File: src/wdrt_consts.svh
// Constants for the watchdog reload timer: offsets, reset values, field bits, timing
`ifndef WDRT_CONSTS_SVH
`define WDRT_CONSTS_SVH

// ****************************************
// Register offsets
// ****************************************
`define WDRT_ADDR_RLD_HI 8'h00
`define WDRT_ADDR_RLD_LO 8'h01
`define WDRT_ADDR_CTRL 8'h02
`define WDRT_ADDR_STATUS 8'h03
`define WDRT_ADDR_IRQ_STAT 8'h04
`define WDRT_ADDR_IRQ_MASK 8'h05
`define WDRT_ADDR_CNT_HI 8'h06
`define WDRT_ADDR_CNT_LO 8'h07

// ****************************************
// Reset values
// ****************************************
`define WDRT_RELOAD_RST 16'h0400
`define WDRT_RLD_HI_RST 8'h04
`define WDRT_RLD_LO_RST 8'h00
`define WDRT_RESP_RST 1'h0
`define WDRT_BYTE_ZERO 8'h00
`define WDRT_CNT_ONE 16'h0001

// ****************************************
// Field positions
// ****************************************
`define WDRT_CTRL_RESP_BIT 0
`define WDRT_STAT_RUN_BIT 0
`define WDRT_STAT_RESP_BIT 1
`define WDRT_STAT_AO_BIT 2
`define WDRT_IRQ_TO_BIT 0

// ****************************************
// Timing
// ****************************************
`define WDRT_CLK_HZ 200000000
`define WDRT_OSC_HZ 10000
`define WDRT_OSC_DIV (`WDRT_CLK_HZ / `WDRT_OSC_HZ)

`endif

File: src/wdrt_pkg.sv
// Types shared by the watchdog reload timer modules
`default_nettype none
package wdrt_pkg;

    typedef logic [7:0] wdrt_byte_t;

    // Response taken when the count runs out
    typedef enum logic {
        WDRT_RESP_SYS_RESET,
        WDRT_RESP_INTERRUPT
    } wdrt_resp_t;

    // State of the main counter block
    typedef struct packed {
        logic [7:0] rld_hi;
        logic [7:0] rld_lo;
        logic resp;
        logic run;
        logic [15:0] cnt;
        logic rst_req;
        logic [7:0] rdata;
    } wdrt_st_t;

    // State of the oscillator tick divider
    typedef struct packed {
        logic [31:0] div;
        logic tick;
    } wdrt_osc_st_t;

    // State of the interrupt status block
    typedef struct packed {
        logic [7:0] stat;
        logic [7:0] mask;
    } wdrt_irq_st_t;

endpackage : wdrt_pkg
`default_nettype wire

File: src/wdrt_osc.sv
// Watchdog oscillator tick generator derived from the system clock
`timescale 1ns/1ps
`default_nettype none
`include "wdrt_consts.svh"

module wdrt_osc #(
    parameter int unsigned OSC_DIV = `WDRT_OSC_DIV
) (
    input wire logic clk_sys,
    input wire logic nrst,
    output logic osc_tick
);
    import wdrt_pkg::*;

    wdrt_osc_st_t st_r;
    wdrt_osc_st_t st_nxt;

    // Divide down to the nominal watchdog oscillator rate; one pulse per period
    always_comb begin
        st_nxt = st_r;
        st_nxt.tick = 1'b0;
        if (st_r.div >= 32'(OSC_DIV - 1)) begin
            st_nxt.div = '0;
            st_nxt.tick = 1'b1; // RULE_07
        end else begin
            st_nxt.div = 32'(st_r.div + 32'h1);
        end
    end

    // State register
    always_ff @(posedge clk_sys) begin
        if (!nrst) begin
            st_r <= '0;
        end else begin
            st_r <= st_nxt;
        end
    end

    assign osc_tick = st_r.tick;

    // Ticks are spaced by many system cycles
    property p_tick_gap;
        @(posedge clk_sys) disable iff (!nrst)
        osc_tick |=> !osc_tick [*8];
    endproperty
    a_tick_gap: assert property (p_tick_gap) else $error("watchdog ticks too close"); // RULE_07

endmodule : wdrt_osc
`default_nettype wire

File: src/wdrt_irq.sv
// Sticky interrupt status with mask and level interrupt output
`timescale 1ns/1ps
`default_nettype none
`include "wdrt_consts.svh"

module wdrt_irq (
    input wire logic clk_sys,
    input wire logic nrst,
    input wire wdrt_pkg::wdrt_byte_t evt,
    input wire logic stat_wr,
    input wire logic mask_wr,
    input wire wdrt_pkg::wdrt_byte_t wdata,
    output wdrt_pkg::wdrt_byte_t stat,
    output wdrt_pkg::wdrt_byte_t mask,
    output logic irq
);
    import wdrt_pkg::*;

    wdrt_irq_st_t st_r;
    wdrt_irq_st_t st_nxt;

    // Write one clears a bit; an event in the same cycle wins
    always_comb begin
        st_nxt = st_r;
        if (stat_wr) begin
            st_nxt.stat = st_r.stat & ~wdata;
        end
        st_nxt.stat = st_nxt.stat | evt;
        if (mask_wr) begin
            st_nxt.mask = wdata;
        end
    end

    // State register
    always_ff @(posedge clk_sys) begin
        if (!nrst) begin
            st_r <= '0;
        end else begin
            st_r <= st_nxt;
        end
    end

    assign stat = st_r.stat;
    assign mask = st_r.mask;
    assign irq = |(st_r.stat & st_r.mask);

    // An event is never lost to a clear in the same cycle
    property p_set_wins;
        @(posedge clk_sys) disable iff (!nrst)
        (evt != `WDRT_BYTE_ZERO) |=> ((stat & $past(evt)) == $past(evt));
    endproperty
    a_set_wins: assert property (p_set_wins) else $error("interrupt event lost"); // RULE_02

endmodule : wdrt_irq
`default_nettype wire

File: src/wdrt_top.sv
// Watchdog reload timer: 16-bit down-counter, reload registers, time-out response
// ****************************************
// How it works
// (RULE_01) Counter advances only on watchdog oscillator ticks
// (RULE_02) Terminal count gives reset or interrupt
// (RULE_03) Only on or off; counts until retriggered
// (RULE_04) Refresh instruction starts a stopped watchdog
// (RULE_05) Always-on option at zero runs from reset
// (RULE_06) Reload is high byte over low byte
// (RULE_07) Time-out in ms is reload over ten
// (RULE_08) Reload resets to 0400, about 102 ms
// (RULE_09) Each retrigger reloads the full interval
// (RULE_10) Response choice locked while counter runs
// ****************************************
`timescale 1ns/1ps
`default_nettype none
`include "wdrt_consts.svh"

module wdrt_top #(
    parameter int unsigned OSC_DIV = `WDRT_OSC_DIV
) (
    input wire logic clk_sys,
    input wire logic nrst,
    input wire wdrt_pkg::wdrt_byte_t addr,
    input wire wdrt_pkg::wdrt_byte_t wdata,
    input wire logic wr,
    input wire logic rd,
    output wdrt_pkg::wdrt_byte_t rdata,
    input wire logic refresh_instr,
    input wire logic always_on_option,
    output logic sys_reset_req,
    output logic irq
);
    import wdrt_pkg::*;

    // ****************************************
    // Declarations
    // ****************************************
    wdrt_st_t st_r;
    wdrt_st_t st_nxt;
    logic osc_tick;
    logic running;
    logic timeout;
    logic [15:0] reload_val;
    wdrt_byte_t irq_evt;
    wdrt_byte_t irq_stat;
    wdrt_byte_t irq_mask;
    logic irq_stat_wr;
    logic irq_mask_wr;

    // ****************************************
    // Submodules
    // ****************************************

    // Stands in for the dedicated low-rate oscillator
    wdrt_osc #(
        .OSC_DIV(OSC_DIV)
    ) u_osc (
        .clk_sys(clk_sys),
        .nrst(nrst),
        .osc_tick(osc_tick)
    );

    // Time-out interrupt status and mask
    wdrt_irq u_irq (
        .clk_sys(clk_sys),
        .nrst(nrst),
        .evt(irq_evt),
        .stat_wr(irq_stat_wr),
        .mask_wr(irq_mask_wr),
        .wdata(wdata),
        .stat(irq_stat),
        .mask(irq_mask),
        .irq(irq)
    );

    // ****************************************
    // Counter control
    // ****************************************

    // Concatenated reload value and the run condition
    assign reload_val = {st_r.rld_hi, st_r.rld_lo}; // RULE_06
    assign running = st_r.run | ~always_on_option; // RULE_05
    assign timeout = running && osc_tick && !refresh_instr
        && (st_r.cnt == `WDRT_CNT_ONE); // RULE_02

    // Bus strobes for the interrupt block
    assign irq_stat_wr = wr && (addr == `WDRT_ADDR_IRQ_STAT);
    assign irq_mask_wr = wr && (addr == `WDRT_ADDR_IRQ_MASK);

    // Time-out event routed to interrupt status when that response is chosen
    always_comb begin
        irq_evt = `WDRT_BYTE_ZERO;
        irq_evt[`WDRT_IRQ_TO_BIT] = timeout && (st_r.resp == WDRT_RESP_INTERRUPT); // RULE_02
    end

    // Next-state logic for counter, registers and read data
    always_comb begin
        st_nxt = st_r;
        st_nxt.rst_req = 1'b0;
        st_nxt.rdata = `WDRT_BYTE_ZERO;

        // Once on, stays on until reset
        if (refresh_instr || !always_on_option) begin
            st_nxt.run = 1'b1; // RULE_03 RULE_04 RULE_05
        end

        // Count only on oscillator ticks; a retrigger restarts the interval
        if (refresh_instr) begin
            st_nxt.cnt = reload_val; // RULE_09
        end else if (running && osc_tick) begin
            if (st_r.cnt == `WDRT_CNT_ONE) begin
                st_nxt.cnt = reload_val;
                st_nxt.rst_req = (st_r.resp == WDRT_RESP_SYS_RESET); // RULE_02
            end else begin
                st_nxt.cnt = 16'(st_r.cnt - `WDRT_CNT_ONE); // RULE_01
            end
        end

        // Register writes; reload bytes take effect at the next reload
        if (wr) begin
            case (addr)
                `WDRT_ADDR_RLD_HI: begin
                    st_nxt.rld_hi = wdata;
                end
                `WDRT_ADDR_RLD_LO: begin
                    st_nxt.rld_lo = wdata;
                end
                `WDRT_ADDR_CTRL: begin
                    if (!running) begin
                        st_nxt.resp = wdata[`WDRT_CTRL_RESP_BIT]; // RULE_10
                    end
                end
                default: begin
                end
            endcase
        end

        // Read data stands in the cycle after the strobe only
        if (rd) begin
            case (addr)
                `WDRT_ADDR_RLD_HI: begin
                    st_nxt.rdata = st_r.rld_hi;
                end
                `WDRT_ADDR_RLD_LO: begin
                    st_nxt.rdata = st_r.rld_lo;
                end
                `WDRT_ADDR_CTRL: begin
                    st_nxt.rdata[`WDRT_CTRL_RESP_BIT] = st_r.resp;
                end
                `WDRT_ADDR_STATUS: begin
                    st_nxt.rdata[`WDRT_STAT_RUN_BIT] = running;
                    st_nxt.rdata[`WDRT_STAT_RESP_BIT] = st_r.resp;
                    st_nxt.rdata[`WDRT_STAT_AO_BIT] = always_on_option;
                end
                `WDRT_ADDR_IRQ_STAT: begin
                    st_nxt.rdata = irq_stat;
                end
                `WDRT_ADDR_IRQ_MASK: begin
                    st_nxt.rdata = irq_mask;
                end
                `WDRT_ADDR_CNT_HI: begin
                    st_nxt.rdata = st_r.cnt[15:8];
                end
                `WDRT_ADDR_CNT_LO: begin
                    st_nxt.rdata = st_r.cnt[7:0];
                end
                default: begin
                    st_nxt.rdata = `WDRT_BYTE_ZERO;
                end
            endcase
        end
    end

    // ****************************************
    // State register
    // ****************************************

    // Reset loads the default reload and response
    always_ff @(posedge clk_sys) begin
        if (!nrst) begin
            st_r.rld_hi <= `WDRT_RLD_HI_RST; // RULE_08
            st_r.rld_lo <= `WDRT_RLD_LO_RST; // RULE_08
            st_r.resp <= `WDRT_RESP_RST;
            st_r.run <= 1'b0;
            st_r.cnt <= `WDRT_RELOAD_RST;
            st_r.rst_req <= 1'b0;
            st_r.rdata <= `WDRT_BYTE_ZERO;
        end else begin
            st_r <= st_nxt;
        end
    end

    // ****************************************
    // Outputs
    // ****************************************
    assign rdata = st_r.rdata;
    assign sys_reset_req = st_r.rst_req;

    // ****************************************
    // Checks
    // ****************************************

    // Count holds between oscillator ticks
    property p_tick_only;
        @(posedge clk_sys) disable iff (!nrst)
        (!osc_tick && !refresh_instr) |=> $stable(st_r.cnt);
    endproperty
    a_tick_only: assert property (p_tick_only) else $error("count moved without tick"); // RULE_01

    // Reset response fires the cycle after terminal count
    property p_to_reset;
        @(posedge clk_sys) disable iff (!nrst)
        (timeout && st_r.resp == WDRT_RESP_SYS_RESET && !irq_stat[`WDRT_IRQ_TO_BIT])
            |=> sys_reset_req && !irq_stat[`WDRT_IRQ_TO_BIT];
    endproperty
    a_to_reset: assert property (p_to_reset) else $error("no reset on time-out"); // RULE_02

    // Interrupt response sets the status bit instead
    property p_to_irq;
        @(posedge clk_sys) disable iff (!nrst)
        (timeout && st_r.resp == WDRT_RESP_INTERRUPT)
            |=> irq_stat[`WDRT_IRQ_TO_BIT] && !sys_reset_req;
    endproperty
    a_to_irq: assert property (p_to_irq) else $error("no interrupt on time-out"); // RULE_02

    // Once on, never off again
    property p_stays_on;
        @(posedge clk_sys) disable iff (!nrst)
        st_r.run |=> st_r.run [*4];
    endproperty
    a_stays_on: assert property (p_stays_on) else $error("watchdog turned off"); // RULE_03

    // Refresh instruction enables the watchdog
    property p_refresh_on;
        @(posedge clk_sys) disable iff (!nrst)
        refresh_instr |=> st_r.run;
    endproperty
    a_refresh_on: assert property (p_refresh_on) else $error("refresh did not enable"); // RULE_04

    // Always-on option at zero keeps it running
    property p_ao_run;
        @(posedge clk_sys) disable iff (!nrst)
        !always_on_option |-> running ##1 st_r.run;
    endproperty
    a_ao_run: assert property (p_ao_run) else $error("always-on not honoured"); // RULE_05

    // Retrigger loads the concatenated reload value
    property p_reload;
        @(posedge clk_sys) disable iff (!nrst)
        refresh_instr |=> st_r.cnt == $past(reload_val);
    endproperty
    a_reload: assert property (p_reload) else $error("retrigger reload wrong"); // RULE_06 RULE_09

    // Default reload right after reset release
    property p_rst_default;
        @(posedge clk_sys) disable iff (!nrst)
        !$past(nrst) |-> reload_val == `WDRT_RELOAD_RST;
    endproperty
    a_rst_default: assert property (p_rst_default) else $error("reload default wrong"); // RULE_08

    // Response choice frozen while running
    property p_resp_lock;
        @(posedge clk_sys) disable iff (!nrst)
        running |=> $stable(st_r.resp);
    endproperty
    a_resp_lock: assert property (p_resp_lock) else $error("response changed while on"); // RULE_10

    // Reset request is a single-cycle pulse
    property p_rst_pulse;
        @(posedge clk_sys) disable iff (!nrst)
        sys_reset_req |=> !sys_reset_req;
    endproperty
    a_rst_pulse: assert property (p_rst_pulse) else $error("reset request too long"); // RULE_02

    // Each tick while running takes one off the count, except at count one where it reloads
    property p_count_down;
        @(posedge clk_sys) disable iff (!nrst)
        (running && osc_tick && !refresh_instr && st_r.cnt != `WDRT_CNT_ONE)
            |=> st_r.cnt == 16'($past(st_r.cnt) - `WDRT_CNT_ONE);
    endproperty
    a_count_down: assert property (p_count_down) else $error("count did not step down"); // RULE_01

    // Terminal count starts a fresh interval from the reload value
    property p_to_reload;
        @(posedge clk_sys) disable iff (!nrst)
        timeout |=> st_r.cnt == $past(reload_val);
    endproperty
    a_to_reload: assert property (p_to_reload) else $error("no reload after time-out"); // RULE_09

    // No time-out response without an oscillator tick
    property p_tick_no_rst;
        @(posedge clk_sys) disable iff (!nrst)
        !osc_tick |=> !sys_reset_req;
    endproperty
    a_tick_no_rst: assert property (p_tick_no_rst) else $error("reset without tick"); // RULE_01

    // A stopped watchdog keeps its count
    property p_off_holds;
        @(posedge clk_sys) disable iff (!nrst)
        (!running && !refresh_instr) |=> $stable(st_r.cnt);
    endproperty
    a_off_holds: assert property (p_off_holds) else $error("stopped watchdog counted"); // RULE_03

    // A retrigger on the terminal tick prevents the time-out
    property p_refresh_no_to;
        @(posedge clk_sys) disable iff (!nrst)
        refresh_instr |=> !sys_reset_req;
    endproperty
    a_refresh_no_to: assert property (p_refresh_no_to) else $error("time-out despite retrigger"); // RULE_09

endmodule : wdrt_top
`default_nettype wire

File: config.mk
export PLATFORM = sky130hd
export DESIGN_NAME = wdrt_top
export DESIGN_NICKNAME = d
export VERILOG_FILES = /design/src/wdrt_pkg.sv /design/src/wdrt_osc.sv /design/src/wdrt_irq.sv /design/src/wdrt_top.sv
export VERILOG_INCLUDE_DIRS = /design/src
export SDC_FILE = /design/constraint.sdc
export NUM_CORES = 1
export LEC_CHECK = 0
export CAP_MARGIN = 15
export CORE_MARGIN = 2
export CORE_UTILIZATION = 35
export DETAILED_ROUTE_END_ITERATION = 7
export DONT_BUFFER_PORTS = 1
export GPL_TIMING_DRIVEN = 0
export SLEW_MARGIN = 0
export SYNTH_ARGS = -nofsm -noshare
export SYNTH_HDL_FRONTEND = slang
export SYNTH_SLANG_ARGS = --single-unit
File: constraint.sdc
create_clock -name clk_sys -period 1.7 [get_ports clk_sys]
set_input_delay 0.17 -clock clk_sys [delete_from_list [all_inputs] [get_ports clk_sys]]
set_output_delay 0.17 -clock clk_sys [all_outputs]
set_load 0.02 [all_outputs]
Word-level counts from Yosys, hierarchy flattened
Cells that the tools add are included.
{"block": "totals", "wordCells": 60, "register_bits": 92, "input_bits": 22, "out_inout_bits": 10}
{"block": "classes", "n_bitwise": 11, "order_cmp": 1, "n_eq_ne": 8, "reduce_logical": 18, "muxes": 9, "addsub": 2}
{"op": "$add A32 B1 Y32 const B", "n": 1}
{"op": "$eq A8 B3 Y1 const B", "n": 4}
{"op": "$ge A32 B15 Y1 const B", "n": 1}
{"op": "$mux W16", "n": 2}
{"op": "$pmux W5 S6", "n": 1}
{"op": "$mux W17", "n": 1}
{"op": "$and A8 B8 Y8", "n": 2}
{"op": "$eq A16 B1 Y1 const B", "n": 1}
{"op": "$eq A8 B2 Y1 const B", "n": 2}
{"op": "$sub A16 B1 Y16 const B", "n": 1}
{"op": "$pmux W2 S7", "n": 1}
{"op": "$eq A8 B1 Y1 const B", "n": 1}
{"op": "$logic_not A8 Y1", "n": 1}
{"op": "$mux W8", "n": 1}
{"op": "$not A8 Y8", "n": 1}
{"op": "$or A8 B1 Y8", "n": 1}
{"op": "$pmux W1 S8", "n": 1}
{"op": "$reduce_or A8 Y1", "n": 1}
{"op": "$logic_and A1 B1 Y1", "n": 6}
{"op": "$not A1 Y1", "n": 6}
{"op": "$reduce_and A2 Y1", "n": 3}
{"op": "$reduce_or A4 Y1", "n": 1}
{"op": "$reduce_and A3 Y1", "n": 1}
{"op": "$logic_not A1 Y1", "n": 2}
{"op": "5 further kinds", "n": 6}

Depth between registers and ports, before layout
Gate-level depths: netlist of run 1.
{"block": "logic_depth", "depth_word": 7, "ltp_mapped": 8, "ltp_nobuf": 7}

Hierarchy
Synthesis of run 1 repeated with hierarchy kept, for this count alone.
{"block": "unflattened", "cells_unflattened": 460, "area_unflattened_um2": 4219.0}
{"mod": "wdrt_top", "instances": 1, "cells_each": 305, "seq_area_each_um2": 860.8, "area_per_inst_um2": 2497.4}
{"mod": "wdrt_osc", "instances": 1, "cells_each": 100, "seq_area_each_um2": 660.6, "area_per_inst_um2": 1096.1}
{"mod": "wdrt_irq", "instances": 1, "cells_each": 55, "seq_area_each_um2": 320.3, "area_per_inst_um2": 625.6}

Least setup slack after synthesis of run 1
Ideal clock, no wire load.
{"block": "synth_timing", "path_kind": "register -> register", "startpoint": "reg st_r[9] (netlist name)", "endpoint": "reg st_r[17] (netlist name)", "path_buffers": 0, "setup_slack_ps": -133, "setup_ps": 92, "period_less_slack_ps": 1833, "t_required_ps": 1608, "t_arrival_ps": 1741, "path_stages_with_launch": 8, "cell_sequence": "dfxtp_1 inv_1 ha_1 or4b_4 nor4_1 xor2_1 nor2_1 o32ai_1"}
{"block": "synth_between", "elab_chain_len": 4, "elab_cells_between_ends": 5, "cone_classes": "add/sub: 1; eq/ne: 1; mux: 3"}
{"item": "start: declaration", "line_no": "wdrt_top.sv:39", "source": "wdrt_st_t st_r;"}
{"item": "start signal: assignment", "line_no": "wdrt_top.sv:190", "source": "st_r <= st_nxt;"}
{"item": "$sub A16 B1 Y16 (no line) / $eq A16 B1 Y1 (equally long branches)"}
{"item": "$mux W16 (*)", "line_no": "wdrt_top.sv:112", "source": "if (st_r.cnt == `WDRT_CNT_ONE) begin"}
{"item": "$mux W17 (*)", "line_no": "wdrt_top.sv:111", "source": "end else if (running && osc_tick) begin"}
{"item": "$mux W16 (*)", "line_no": "wdrt_top.sv:109", "source": "if (refresh_instr) begin"}
Mark *: on every way between the ends. The rest lies on a longest branch, timed or not. The select of a mux whose other input is x is not followed.
A chain may end at the register's enable or synchronous reset.

Worst setup path after layout of run 1
{"block": "layout_timing", "startpoint": "reg st_r[9] (netlist name)", "endpoint": "reg st_r[21] (netlist name)"}
The elaborated chain is that of the path after synthesis.

==> results of run 1 <==
[worst max-delay path, cell delays in order, from the launching register on]
cell and delay (ps):
dfxtp_4 370, inv_4 60, ha_4 130, or4b_4 510
buf_6 160, nor3_2 140, mux2i_1 90, o211a_1 210
nor3_1 140
[flip-flops by register name (all words and copies together) (netlist names)]
name and flops:
rdata 8, reload_val 16, st_r 18, sys_reset_req 1, u_irq.mask 8, u_irq.stat 8
u_osc.osc_tick 1, u_osc.st_r 32
[metrics by stage]
step                worst slack [ps]  hold WS, ps  utilization  instances  setup TNS (ps)
floorplan                      -88.6          257            -        510            -807
global placement                -304          258        0.381        657           -8180
detailed placement              -308          261        0.381        657           -9820
CTS                             -138         74.7        0.433        688           -1200
global route                    -234          105        0.449        699           -3080
finish                          -188         72.4        0.449        699           -2100
[cell families (layout without fill, tap and decap cells)]
family,count (synthesis),count (layout),share of synthesized area
xor gates and xnor gates,17,17,0.0346
AOI/OAI and AO/OA,103,103,0.152
muxes,25,25,0.0737
DFF,92,92,0.429
buffers and inverters,50,92,0.0597
adders and majority gates,3,3,0.00873
and+or+nand+nor,203,203,0.242
other,1,17,0.000873
[how the worst max path moves through the flow]
stage | startpoint | end | slack, ps | cells past startpoint
4_1_cts | st_r[9] | st_r[17] | -140 | 7
6_report | st_r[9] | st_r[21] | -190 | 8
2_1_floorplan | addr[5] | u_irq.mask[0] | -90 | 7
5_1_grt | st_r[10] | st_r[22] | -230 | 8
3_3_place_gp | st_r[22] | st_r[22] | -300 | 7
3_5_place_dp | st_r[22] | st_r[19] | -310 | 6
[final cells by class]
cell class | instances | area [sq um] | area share
inverters | 9 | 38.8 | 0.00718
well taps | 147 | 184 | 0.0341
clock buffers | 10 | 239 | 0.0443
multi-input cells | 368 | 2510 | 0.465
flip-flops and latches | 92 | 1860 | 0.344
plain buffers | 36 | 230 | 0.0426
clock inverters | 6 | 63.8 | 0.0118
repair buffers | 31 | 274 | 0.0508
[synthesized netlist by cell type, types with 5 or more instances]
cell type	count
a31oi_1	5
nor2_1	56
o32ai_1	5
mux2i_1	17
nand3_1	32
nor3_1	20
buf_4	8
a22oi_1	8
dfxtp_1	92
and3_1	11
nor4_1	10
inv_1	9
nand2_1	41
nand4_1	9
buf_2	5
mux4_2	5
clkbuf_1	23
o21ai_0	14
xnor2_1	8
xor2_1	9
a21oi_1	43
[power by group through the flow]
stage	registers, uW	logic (uW)	clock network [uW]
after global routing	2250	652	2160
after global placement	2280	417	0
final	2250	609	2020
after floorplan	2270	330	0
after CTS	2250	520	2060
after detailed placement	2290	423	0
[timing repair]
item                                    4_1_cts  5_1_grt
pin swaps                                    16       21
resized for setup                            49       29
setup buffers                                10       12
endpoints found under the hold margin        33        0
hold buffers                                  9        0
endpoints found under the setup margin       28       33
[routing by layer]
layer / global-route usage / routed length (um) / vias to the layer above
met5: 0 / 0 / -
met4: 0.103 / 457 / 0
met1: 0.266 / 5520 / 1908
met2: 0.313 / 5790 / 183
met3: 0.0464 / 1080 / 34
li1: - / - / 1865
==> reports/metrics.yaml, run 1 <==
core_sq_mm: 0.0120
combPwrFrac: 0.125
placed_area_sq_mm: 0.00458
end_kind: "flip-flop"
slew_headroom: 0.530
cts_root_buf: "clkbuf_16"
yosysWarningCount: 0
r2r_cells: 8
synth_area_leaders: "dfxtp_1, a21oi_1, nor2_1, mux2i_1, nand3_1"
rsz0062_at_grt: "yes"
layout_common_cells: "dfxtp_1, nor2_1, a21oi_1, nand2_1, nand3_1"
clkTransAtPathRegs_ps: 70
syn_area_sq_mm: 0.00430
yosys.cell_types.count: 61
violations: "negative setup slack"
avgSynthCellArea_sq_um: 8.70
power_frac_clock: 0.414
synth-edff-count: 0
nNetsFinal: 572
hold_viol: 0
cts-htree-levels: 3
crit_fanout: 4
crit_type: "reg2reg"
synthFlopType: "dfxtp_1"
cts.path.max_buffers: 2
ys_seq_elements: 92
fillers: 1175
diodes: 0
setup_violations: 17
layout_commonest_cell: "dfxtp_1"
cap_violations: 0
remaining_drc_errors: 0
grt_pass1_vias: 3928
whs_path_depth: 3
clk_latency_ps: 350
maxSlewViolCount: 0
antenna_left: 0
hold_class: "in2reg"
clock_sinks: 92
required_ps: 1980
antenna_found_initial: 0
setup_ws_ps: -188
cp-start-kind: "flip-flop"
cts_tree: "done"
rr_startpoint: "st_r[9]"
area_growth_pct: 25.6
seq_power_share: 0.461
fin_area_sq_mm: 0.00540
min-delay-start: "wr"
fp-row-count: 40
yosys.area.top_type_share: 0.429
p_total_uw: 4880
synth_cells: 494
dieArea_sq_mm: 0.0132
dieWidth_um: 115
switching_share: 0.255
grt_max_degree: 16
routedWlPerCell_um: 18.4
rr_endpoint: "st_r[21]"
ios: 32
pwr_density_cell_mw_per_mm2: 905
fin_crit_sh: 1.11
finalWirelength_mm: 12.8
ys_seq_area_frac: 0.429
status: "finished with violations"
async_flop_share: 0
max_freq_mhz: 530
place.gp.congestion: 0.914
tightest_slew_ps: 705
cts_made_buffers: 9
portBuffers: 0
die_h_um: 115
hpwl_mm: 8.92
hold_end: "st_r[26]"
first_iter_violations: 443
grt_overflow: 0
grt_pass1_wl_mm: 20.6
period_minus_slack_ps: 1890
drive_above_1_share: 0.217
num_vias: 3990
grt_util_all_layers: 0.202
avgViaCountPerCell: 5.71
peakVddDrop_mv: 0.395
yosysTopAreaCell: "dfxtp_1"
p_sw_uw: 1250
start_util: 0.358
critPathArrivalTime_ps: 2170
p_int_uw: 3640
p_leak_uw: 0.00192
drt_first_pass_iters: 7
rrSetupSlack_ps: -190
skew_ps: 7.40
Note: power is estimated with default switching activity, not from simulation.
==> inputs of run 2 (changes only) <==
clock period = 1.5 ns   (was 1.7 ns; I/O delays follow)
==> run 2 against run 1 <==
Net effect: the run still ends with negative setup slack left; sequential share of layout area decreased by 1.9 points; non-clock buffer count up 22; via count up 3.5%; register-to-register slack got worse by 180 ps; worst hold slack worse by 45 ps; clock skew grew 1.9 ps; first-iteration DRC count shrank 38%; cell count rose by 3.1%.
==> reports/metrics.yaml, run 2 (same netlist as run 1, synthesis figures left out) <==
layout_commonest_cell: "dfxtp_1"  # unchanged
pwr_density_cell_mw_per_mm2: 951  # was 905 mW/mm^2
hpwl_mm: 9.03  # was 8.92 mm
max_freq_mhz: 535  # was 530 MHz
tightest_slew_ps: 747  # was 705 ps
routedWlPerCell_um: 18.7  # was 18.4 um
grt_util_all_layers: 0.202  # about the same
finalWirelength_mm: 13.4  # was 12.8 mm
antenna_left: 0  # unchanged
avgViaCountPerCell: 5.73  # was 5.71
remaining_drc_errors: 0  # unchanged
maxSlewViolCount: 0  # unchanged
drive_above_1_share: 0.289  # was 0.217
dieArea_sq_mm: 0.0132  # unchanged
setup_ws_ps: -369  # was -188 ps
grt_overflow: 0  # unchanged
hold_viol: 0  # unchanged
first_iter_violations: 275  # was 443
period_minus_slack_ps: 1870  # was 1890 ps
core_sq_mm: 0.0120  # unchanged
grt_max_degree: 17  # was 16
slew_headroom: 0.502  # was 0.530
cts.path.max_buffers: 2  # unchanged
p_leak_uw: 0.00207  # was 0.00192 uW
violations: "negative setup slack"  # unchanged
portBuffers: 0  # unchanged
fin_crit_sh: 1.25  # was 1.11
fp-row-count: 40  # unchanged
dp_cells: 657  # unchanged
crit_type: "reg2reg"  # unchanged
cts_root_buf: "clkbuf_16"  # unchanged
cts_made_buffers: 9  # unchanged
layout_common_cells: "dfxtp_1, a21oi_1, buf_4, nor2_1, nand2_1"  # was dfxtp_1, nor2_1, a21oi_1, nand2_1, nand3_1
regMostFlops: "u_osc.st_r"  # unchanged
clk_latency_ps: 360  # was 350 ps
critPathArrivalTime_ps: 2110  # was 2170 ps
grt_pass1_vias: 3764  # was 3928
ios: 32  # unchanged
largest_reg_flops: 32  # unchanged
r2r_cells: 8  # unchanged
die_h_um: 115  # unchanged
cap_violations: 0  # unchanged
final_core_util: 0.479  # was 0.449
skew_ps: 9.33  # was 7.40 ps
stdcell_count: 721  # was 699
crit_fanout: 7  # was 4
drt_first_pass_iters: 5  # was 7
holdWs_ps: 27.8  # was 72.4 ps
area_growth_pct: 33.9  # was 25.6%
status: "finished with violations"  # unchanged
clock_sinks: 92  # unchanged
cts_tree: "done"  # unchanged
whs_path_depth: 2  # was 3
nNetsFinal: 594  # was 572
start_util: 0.358  # unchanged
rsz0062_at_grt: "yes"  # unchanged
clkTransAtPathRegs_ps: 70  # about the same
place.gp.congestion: 0.928  # was 0.914
end_kind: "flip-flop"  # unchanged
grt_pass1_wl_mm: 20.3  # was 20.6 mm
dieWidth_um: 115  # unchanged
num_vias: 4130  # was 3990
required_ps: 1740  # was 1980 ps
antenna_found_initial: 0  # unchanged
setup_violations: 31  # was 17
peakVddDrop_mv: 0.438  # was 0.395 mV
cts-htree-levels: 3  # unchanged
hold_class: "in2reg"  # unchanged
setup_tns_ps: -7150  # was -2100 ps
cp-start-kind: "flip-flop"  # unchanged
diodes: 0  # unchanged
## run 2: changes by cell type in the layout (fill, tap and decap cells not counted), moves of 5 or more
cell,before,now
nor2_4,2,12
nor2_1,53,38
nor2_2,2,7
dfxtp_1,85,80
buf_4,26,39
## run 2: final cells by class
type                       instances  area (sq um)
clock inverter                     6          47.5
inverter                           9          38.8
sequential                        92          1870
fill                            1128          6260
buffer                            37           262
multi-input combinational        368          2620
tap                              147           184
timing repair buffer              52           503
clock buffer                      10           229
## run 2: path summary, 6_finish.rpt
check | slack [ps] | end | start
min reg2reg | 460 | u_irq.stat[4] | u_irq.stat[4]
min | 30 | u_osc.st_r[7] | nrst
max | -370 | st_r[23] | st_r[15]
max reg2reg | -370 | st_r[23] | st_r[15]
## run 2: metrics by stage
step | area [sq um] | setup WS, ps | total power (uW)
global placement | 4740 | -519 | 3120
CTS | 5310 | -346 | 5390
global route | 5750 | -428 | 5670
finish | 5750 | -369 | 5480
detailed placement | 4740 | -535 | 3130
floorplan | 4550 | -269 | 3010
## run 2: timing repair
| action | in CTS | in global routing |
|---|---|---|
| buffers inserted | 19 | 22 |
| endpoints found under the setup margin | 42 | 57 |
| pin swaps | 17 | 26 |
| cloned | 0 | 2 |
| resized for setup | 24 | 66 |
| endpoints found under the hold margin | 33 | 0 |
| hold buffers | 9 | 0 |
## run 2: metal layers
layer	global-route usage	part of all wire	up-vias
met1	0.268	0.42	1964
met2	0.305	0.45	207
met3	0.0580	0.088	42
li1	-	-	1917
met4	0.0932	0.044	0
met5	0	0	-
## run 2: power by group
part	internal [uW]	total [uW]	switching (uW)	leakage, uW
combinational	361	781	420	0.00118
sequential	2490	2550	57.0	0.000757
clock	1140	2150	1010	0.000134
total	3990	5480	1480	0.00207
## run 2: worst max-delay path, stage by stage (launching register included)
cell	delay [ps]
dfxtp_1	310
buf_6	130
nor4_4	310
nand2_1	150
buf_6	170
buf_12	120
nor2_4	190
nor3_1	80
o32ai_1	290
